[src/design/sbel_regs.svh]
// register offsets, field positions and reset values of the bus error log
//
// Operation
// - first log holds one error unless simultaneous
// - later errors go to next log
// - no first-log capture while any bit set
// - same-cycle errors all latch into first log
// - log bits survive ordinary reset
// - write one clears, zero leaves bit
// - first log at 0x60, 16 bits, top reserved
// - bit 9 I/O data parity, non-fatal
// - bit 8 memory data parity, non-fatal
// - bit 7 bus reinit assertion edge, fatal
// - bit 6 machine check edge, not self-driven
// - bit 5 lock outside DRAM, non-fatal
// - bit 4 address above top and 4GB
// - bit 3 bus data parity, non-fatal
// - bit 2 address strobe glitch, fatal
// - bit 1 data strobe glitch, fatal
// - bit 0 request/address parity, fatal
// - next log at 0x62, same layout
// - masked errors never logged, default 0x0009
`ifndef SBEL_REGS_SVH
`define SBEL_REGS_SVH

// ----------------------------------------------------------------
// register offsets
// ----------------------------------------------------------------
`define SBEL_FIRST_OFS     8'h60
`define SBEL_NEXT_OFS      8'h62
`define SBEL_MASK_OFS      8'h64

// ----------------------------------------------------------------
// field positions and widths
// ----------------------------------------------------------------
`define SBEL_NUM_SRC       10
`define SBEL_BIT_IO_PAR    9
`define SBEL_BIT_MEM_PAR   8
`define SBEL_BIT_REINIT    7
`define SBEL_BIT_MCHECK    6
`define SBEL_BIT_LOCK      5
`define SBEL_BIT_ATOP      4
`define SBEL_BIT_DPAR      3
`define SBEL_BIT_AGLITCH   2
`define SBEL_BIT_DGLITCH   1
`define SBEL_BIT_RPAR      0

// ----------------------------------------------------------------
// reset values and fatal class map
// ----------------------------------------------------------------
`define SBEL_FIRST_RST     10'h000
`define SBEL_NEXT_RST      10'h000
`define SBEL_MASK_RST      10'h009
`define SBEL_FATAL_MAP     10'h087

`endif

[src/design/sbel_pkg.sv]
// types shared by the bus error log
package sbel_pkg;
  typedef logic [9:0]  sbel_err_t;
  typedef logic [7:0]  sbel_addr_t;
  typedef logic [15:0] sbel_data_t;
endpackage

[src/design/sbel_error_log.sv]
// bus first/next error log with mask and write-one-to-clear access
`timescale 1ns/1ps
`default_nettype none
`include "sbel_regs.svh"

module sbel_error_log
  import sbel_pkg::*;
(
  // clock and resets
  input  wire logic       clk,
  input  wire logic       srst,
  input  wire logic       powerOnRst,
  // register port
  input  wire logic [7:0] regAddr,
  input  wire logic [15:0] regWrData,
  input  wire logic       regWr,
  input  wire logic       regRd,
  output logic      [15:0] regRdData,
  // error detectors, same clock, one-cycle pulses
  input  wire logic       ioParityErr,
  input  wire logic       memParityErr,
  input  wire logic       lockOutsideDramError,
  input  wire logic       addressAboveTopError,
  input  wire logic       busDataParityError,
  input  wire logic       addressStrobeGlitchError,
  input  wire logic       dataStrobeGlitchError,
  input  wire logic       requestAddressParityError,
  // bus pins, active low, and own-drive flag, active high; all asynchronous
  input  wire logic       busReinitSignal_n,
  input  wire logic       machineCheckErrorSignal_n,
  input  wire logic       machineCheckDriven,
  // summary flags
  output logic            fatalLogged,
  output logic            nonFatalLogged
);

  // ----------------------------------------------------------------
  // pin synchronisers and edge detect
  // ----------------------------------------------------------------
  logic reinitMeta;
  logic reinitSync;
  logic reinitPrev;
  logic mcheckMeta;
  logic mcheckSync;
  logic mcheckPrev;
  logic ownMeta;
  logic ownSync;

  // two flops per pin; first flop read only by the second
  always_ff @(posedge clk) begin
    reinitMeta <= ~busReinitSignal_n;
    reinitSync <= reinitMeta;
    mcheckMeta <= ~machineCheckErrorSignal_n;
    mcheckSync <= mcheckMeta;
    ownMeta    <= machineCheckDriven;
    ownSync    <= ownMeta;
  end

  // previous level, reset to idle so no false edge after reset
  always_ff @(posedge clk) begin
    if (srst) begin
      reinitPrev <= 1'b0;
      mcheckPrev <= 1'b0;
    end else begin
      reinitPrev <= reinitSync;
      mcheckPrev <= mcheckSync;
    end
  end

  // ----------------------------------------------------------------
  // raw error vector
  // ----------------------------------------------------------------
  sbel_err_t rawErr;
  sbel_err_t mask;
  sbel_err_t detErr;
  sbel_err_t firstLog;
  sbel_err_t nextLog;
  sbel_err_t next_firstLog;
  sbel_err_t next_nextLog;
  sbel_err_t clrBits;
  logic      writeFirst;
  logic      writeNext;
  logic      writeMask;

  always_comb begin
    rawErr = '0;
    rawErr[`SBEL_BIT_IO_PAR]  = ioParityErr;
    rawErr[`SBEL_BIT_MEM_PAR] = memParityErr;
    rawErr[`SBEL_BIT_REINIT]  = reinitSync & ~reinitPrev;
    rawErr[`SBEL_BIT_MCHECK]  = mcheckSync & ~mcheckPrev & ~ownSync;
    rawErr[`SBEL_BIT_LOCK]    = lockOutsideDramError;
    rawErr[`SBEL_BIT_ATOP]    = addressAboveTopError;
    rawErr[`SBEL_BIT_DPAR]    = busDataParityError;
    rawErr[`SBEL_BIT_AGLITCH] = addressStrobeGlitchError;
    rawErr[`SBEL_BIT_DGLITCH] = dataStrobeGlitchError;
    rawErr[`SBEL_BIT_RPAR]    = requestAddressParityError;
  end

  // masked sources never reach either log
  assign detErr = rawErr & ~mask;

  // ----------------------------------------------------------------
  // register decode
  // ----------------------------------------------------------------
  assign writeFirst = regWr && (regAddr == `SBEL_FIRST_OFS);
  assign writeNext  = regWr && (regAddr == `SBEL_NEXT_OFS);
  assign writeMask  = regWr && (regAddr == `SBEL_MASK_OFS);
  assign clrBits    = regWrData[9:0];

  // ----------------------------------------------------------------
  // log update
  // ----------------------------------------------------------------
  // the capture decision uses the log before this cycle's clear, so an
  // error racing a clear is never lost: set wins over clear
  always_comb begin
    next_firstLog = firstLog;
    next_nextLog  = nextLog;
    if (writeFirst) begin
      next_firstLog = firstLog & ~clrBits;
    end
    if (writeNext) begin
      next_nextLog = nextLog & ~clrBits;
    end
    // capture all same-cycle errors only when empty
    if (firstLog == '0) begin
      next_firstLog = next_firstLog | detErr;
    end else begin
      next_nextLog = next_nextLog | detErr;
    end
  end

  // logs ignore srst; of the two resets only power-on reset clears them
  always_ff @(posedge clk) begin
    if (powerOnRst) begin
      firstLog <= `SBEL_FIRST_RST;
      nextLog  <= `SBEL_NEXT_RST;
    end else begin
      firstLog <= next_firstLog;
      nextLog  <= next_nextLog;
    end
  end

  // mask register, sticky like the logs
  always_ff @(posedge clk) begin
    if (powerOnRst) begin
      mask <= `SBEL_MASK_RST;
    end else if (writeMask) begin
      mask <= regWrData[9:0];
    end
  end

  // ----------------------------------------------------------------
  // read data, one cycle after the strobe
  // ----------------------------------------------------------------
  // reserved bits 15:10 read zero
  always_ff @(posedge clk) begin
    if (srst) begin
      regRdData <= '0;
    end else if (regRd) begin
      case (regAddr)
        `SBEL_FIRST_OFS: regRdData <= {6'h00, firstLog};
        `SBEL_NEXT_OFS:  regRdData <= {6'h00, nextLog};
        `SBEL_MASK_OFS:  regRdData <= {6'h00, mask};
        default:         regRdData <= 16'h0000;
      endcase
    end else begin
      regRdData <= 16'h0000;
    end
  end

  // fatal/non-fatal summary of everything logged
  always_ff @(posedge clk) begin
    if (srst) begin
      fatalLogged    <= 1'b0;
      nonFatalLogged <= 1'b0;
    end else begin
      fatalLogged    <= |((firstLog | nextLog) & `SBEL_FATAL_MAP);
      nonFatalLogged <= |((firstLog | nextLog) & ~`SBEL_FATAL_MAP);
    end
  end
endmodule
`default_nettype wire

[config.mk]
export PLATFORM = sky130hd
export DESIGN_NAME = sbel_error_log
export DESIGN_NICKNAME = d
export VERILOG_FILES = /design/src/design/sbel_pkg.sv /design/src/design/sbel_error_log.sv
export VERILOG_INCLUDE_DIRS = /design/src /design/src/design
export SDC_FILE = /design/constraint.sdc
export NUM_CORES = 1
export LEC_CHECK = 0
export ABC_AREA = 1
export BUFFER_PORTS_ARGS = -buffer_cell sky130_fd_sc_hd__buf_2
export CAP_MARGIN = 20
export CORE_MARGIN = 1
export CORE_UTILIZATION = 55
export CTS_CLUSTER_DIAMETER = 40
export CTS_CLUSTER_SIZE = 16
export DETAILED_ROUTE_END_ITERATION = 16
export GPL_ROUTABILITY_DRIVEN = 1
export GPL_TIMING_DRIVEN = 1
export HOLD_SLACK_MARGIN = 0.12
export PLACE_DENSITY = 0.84
export SETUP_SLACK_MARGIN = 0.15
export SLEW_MARGIN = 20
export SYNTH_ARGS = -nofsm -noshare
export SYNTH_HDL_FRONTEND = slang
export SYNTH_SLANG_ARGS = --single-unit
export TNS_END_PERCENT = 50
[constraint.sdc]
create_clock -name clk -period 2.15 [get_ports clk]
set_input_delay 0 -clock clk [delete_from_list [all_inputs] [get_ports clk]]
set_output_delay 0 -clock clk [all_outputs]
set_load 0.01 [all_outputs]
Yosys cells after proc, flatten, opt, wreduce, memory -nomap -nowiden
Index checks and enable logic that the tools add are counted.
{"block": "totals", "ramBits": 0, "out_inout_bits": 18, "mem_count": 0, "word_cells": 46, "reg_bits": 56, "latch_bits": 0, "romBits": 0}
{"block": "op_classes", "n_lt_le_gt_ge": 0, "shift": 0, "addsub": 0, "div": 0, "muxes": 5, "bitwise": 17, "reduce_logical": 7, "n_mul": 0, "eq_ne": 3}
{"cell": "$mux 10", "count": 4}
{"cell": "$and 10x10->10", "count": 3}
{"cell": "$or 10x10->10", "count": 3}
{"cell": "$pmux 10 s3", "count": 1}
{"cell": "$eq 8x7->1 const B", "count": 3}
{"cell": "$not 10->10", "count": 2}
{"cell": "$logic_not 10->1", "count": 1}
{"cell": "$not 1->1", "count": 6}
{"cell": "$reduce_or 6->1", "count": 1}
{"cell": "$reduce_or 4->1", "count": 1}
{"cell": "$and 1x1->1", "count": 3}
{"cell": "$logic_and 1x1->1", "count": 3}
{"cell": "$reduce_or 2->1", "count": 1}

Longest topological paths before layout
{"block": "depth", "ltp_word": 6, "depth_mapped": 9, "mapped_depth_nobuf": 8}

Worst setup path after synthesis
No wires, ideal clock.
{"block": "synth_path", "path_kind": "reg2reg", "startpoint": "register firstLog[1]", "endpoint": "register nextLog[7]", "t_arrival_ns": 0.955, "slack_ns": 1.063, "stages_incl_launch_ff": 7, "setup_ns": 0.132, "path_cell_list": "dfxtp_1 or2_1 nor2_1 nand2_1 buf_2 nand2_1 a21oi_1"}
{"block": "synth_via", "elab_chain_len": 2}
{"element": "from (decl)", "line_no": "sbel_error_log.sv:76", "text": "sbel_err_t firstLog;"}
{"element": "from (signal assigned)", "line_no": "sbel_error_log.sv:135", "text": "firstLog <= `SBEL_FIRST_RST;"}
{"element": "from (signal assigned)", "line_no": "sbel_error_log.sv:138", "text": "firstLog <= next_firstLog;"}
{"element": "$logic_not 10->1", "line_no": "sbel_error_log.sv:125", "text": "if (firstLog == '0) begin"}
{"element": "$mux 10", "line_no": "sbel_error_log.sv:125"}
{"element": "to (signal assigned)", "line_no": "sbel_error_log.sv:136", "text": "nextLog <= `SBEL_NEXT_RST;"}
{"element": "to (signal assigned)", "line_no": "sbel_error_log.sv:139", "text": "nextLog <= next_nextLog;"}
{"element": "to (decl)", "line_no": "sbel_error_log.sv:77", "text": "sbel_err_t nextLog;"}
No other way between the ends.
A chain may end at the register's enable or synchronous reset.

Worst setup path in the final report
{"block": "layout_path", "startpoint": "input port srst", "endpoint": "register regRdData[1]"}
{"block": "layout_via", "elab_chain_len": 1}
{"element": "from (decl)", "line_no": "sbel_error_log.sv:11", "text": "input wire logic srst,"}
{"element": "$reduce_or 2->1 (no line)"}
{"element": "to (signal assigned)", "line_no": "sbel_error_log.sv:161", "text": "`SBEL_FIRST_OFS: regRdData <= {6'h00, firstLog};"}
{"element": "to (signal assigned)", "line_no": "sbel_error_log.sv:162", "text": "`SBEL_NEXT_OFS: regRdData <= {6'h00, nextLog};"}
{"element": "to (signal assigned)", "line_no": "sbel_error_log.sv:163", "text": "`SBEL_MASK_OFS: regRdData <= {6'h00, mask};"}
{"element": "to (decl)", "line_no": "sbel_error_log.sv:18", "text": "output logic [15:0] regRdData,"}
No other way between the ends.

==> summary.txt <==
Yosys
  • Main flop type after synthesis: dfxtp_1
  • Number of synthesized register bits: 50
  • Avg Inst Size Synth: 7.008 um2
  • Post-synth EDFFs: 0
  • Synth warn: 0
  • Asr flop ratio synth: 0
  • Seq/Total Area, Yosys: 0.4592
  • Cell variety after synth: 23
  • Netlist area before placement: 2180 um2
  • Syn Inst Count: 311

STA
  • Fin. max-slew vios: 0
  • Setup ws final: 731.7 ps
  • Final period util: 0.6597
  • Worst-margin pin slew: 855.7 ps
  • Post-Route Setup TNS: 0 ps
  • Final period demand of the worst path: 1418 ps
  • Worst clock skew: 3.853 ps
  • Slew headroom: 0.4274
  • Count of final hold-check violations: 0
  • Setup-failing EPs final: 0
  • Fmax: between 700 and 800 MHz
  • RSZ-0062 raised after global routing: no

Pwr
  • VDD IR max: 0.0005599 V
  • Leakage power: 0.001342 uW
  • Power per Cell Area: 940.5 nW/um2

Worst setup path
  • CP Capture Type: flop
  • CP required: roughly 2400 ps
  • Critical-path maximum fanout: 10
  • Worst R2R Path Depth: 6
  • Capturing point of the worst reg2reg path: firstLog[1]
  • Data arrival time of the worst path: 1670 ps
  • Crit path kind: input pin to flop
  • RR Startpoint: firstLog[1]
  • Crit start category: input pin
  • Flop2flop setup slack: 860 ps

Drt
  • DR WL/cell: between 10 and 15 um
  • Final ANT Viol Nets: 0
  • Vias: 2,155
  • Residual DRC: 0
  • DRT Pass-1 Iters: 4
  • Vias/cell: around 5.1
  • Final wirelength: 5211 um
  • DR iter-0 viols: 177

Outcome
  • Status: finished clean

Hold path
  • Hold-critical path endpoint: firstLog[9]
  • Hold path startpoint: powerOnRst
  • Worst min path class: input pin to flop
  • Worst Hold Path Cells: 2

CTS
  • CTS tree: built
  • CTS max path bufs: 2
  • # H-tree levels: 2
  • Clk slew on worst S/H paths: 90 ps
  • Clock Latency Late Sink: roughly 310 ps
  • Post-CTS setup buffer count: 0
  • CTS sink count: 50
  • CTS buffer count: 5
  • Clk root buf: clkbuf_8

Die
  • Ports: 58
  • Die ar.: around 4200 um2
  • Core footprint: 3744 um2
  • Die H: 64.95 um
  • Die Width: 64.95 um
  • Initial Utilization: 0.5822
  • Cell Rows: 22

Cells and area
  • Diodes inserted: 0
  • Post-Layout Cell Count: 426
  • Syn-to-layout area delta: 26.00%
  • Layout Nets: about 420
  • Share of cells above drive strength 1: 0.1852

Placement
  • Number of cells after detailed placement: between 300 and 400
  • Pre-CTS setup slack: 917.4 ps
  • GPL Wtd Cong: 0.8461
  • PortBufs: 45
  • Dpl hpwl: about 3100 um

Global route
  • Vias in the first global route: 2,051
  • Pin count of the biggest net entering global routing: 30
  • First-pass GRT wire length: 8638 um
  • Initial antenna violation count: 0
  • Grt ovf: 0
  • GRT Util Overall: 0.2745

Job
  • Max-cap violations: 0
## layout by cell type, fill, tap and decap left out, drive strengths merged
cell | netlist | routed
a21oi | 29 | 29
a31oi | 1 | 1
buf | 13 | 48
bufinv | 0 | 1
clkbuf | 3 | 5
clkinvlp | 0 | 2
conb | 1 | 6
dfxtp | 50 | 50
dlygate4sd3 | 0 | 22
inv | 38 | 38
nand2 | 100 | 100
nand3 | 38 | 38
nand3b | 1 | 1
nor2 | 28 | 28
nor3 | 4 | 4
nor4 | 2 | 2
o21ai | 2 | 2
or2 | 1 | 1
## cell usage after synthesis, types with 2 or more instances
cell type  number  area share
dfxtp_1        50        0.46
a21oi_1        29       0.067
inv_1          34       0.059
buf_1           2      0.0034
buf_2           3      0.0069
nor3_1          4      0.0092
nand2_1        97        0.17
nor2_2          4       0.011
buf_4           8       0.028
clkbuf_1        3      0.0052
inv_2           4      0.0069
nand3_1        37       0.085
o21ai_0         2      0.0046
nor2_1         22       0.038
nand2_2         2      0.0057
nor2_8          2       0.018
nor4_1          2      0.0057
## power breakdown
part,internal [uW],switching (uW),leakage (uW)
sequential,1080,110,0.000410
combinational,271,459,0.000882
clock,346,319,0.0000504
total,1690,888,0.00134
## worst max-delay path by stage
stage                           start           end  slack (ps)  cells past startpoint
after floorplan           firstLog[1]    nextLog[7]        1060                      6
after global placement    firstLog[1]    nextLog[5]         960                      6
after detailed placement  firstLog[1]   firstLog[8]         920                      6
after CTS                        srst  regRdData[1]         810                      5
after global routing             srst  regRdData[2]         720                      5
final                            srst  regRdData[1]         730                      5
## per-layer routing
metal	global-route usage	wire length (um)	vias up
met3	0.07042	475	7
met2	0.4661	2646	90
met4	0.1611	74	0
met5	0	0	-
met1	0.3064	2014	969
li1	-	-	1089
## kinds of logic (layout without fill, tap and decap cells)
family / Yosys count / after routing / synth area share
compound gates: 32 / 32 / 0.07406
buf+inv: 54 / 116 / 0.1085
flops: 50 / 50 / 0.4592
other cells: 1 / 6 / 0.001721
simple gates: 174 / 174 / 0.3565
## layout make-up
type / instances / area [um2]
Sequential cell: 50 / 1001
Inverter: 38 / 142.6
Clock inverter: 3 / 45.04
Multi-Input combinational cell: 212 / 960.9
Fill cell: 316 / 997.2
Tap cell: 48 / 60.06
Timing Repair Buffer: 70 / 467.9
Clock buffer: 5 / 68.82
## worst max-delay path, cell delays in order
cell and delay, ps:
dlygate4sd3_1 540, buf_2 170, nor2_1 670, o21ai_0 190
inv_1 100
## sequential cells by signal, indices dropped and copies added (netlist names)
signal	cells
nonFatalLogged	1
mcheckMeta	1
reinitMeta	1
mcheckPrev	1
firstLog	10
reinitPrev	1
ownSync	1
nextLog	10
mcheckSync	1
regRdData	10
ownMeta	1
mask	10
reinitSync	1
fatalLogged	1
## through the flow
stage | hold slack, ps | utilization | total power (uW) | cell area (um2)
after global placement | 102.8 | 0.6444 | 1859 | 2412
final | 180.0 | 0.7336 | 2583 | 2746
after floorplan | 27.72 | - | 1656 | 2198
after global routing | 168.9 | 0.7336 | 2751 | 2746
after CTS | 166.7 | 0.7336 | 2575 | 2746
after detailed placement | 105.4 | 0.6444 | 1875 | 2412
## timing repair
item	CTS	global route
endpoints found under the setup margin	0	0
hold buffers	22	0
endpoints found under the hold margin	37	0
gates resized for setup	0	0
Note: power is estimated with default switching activity, not from simulation.
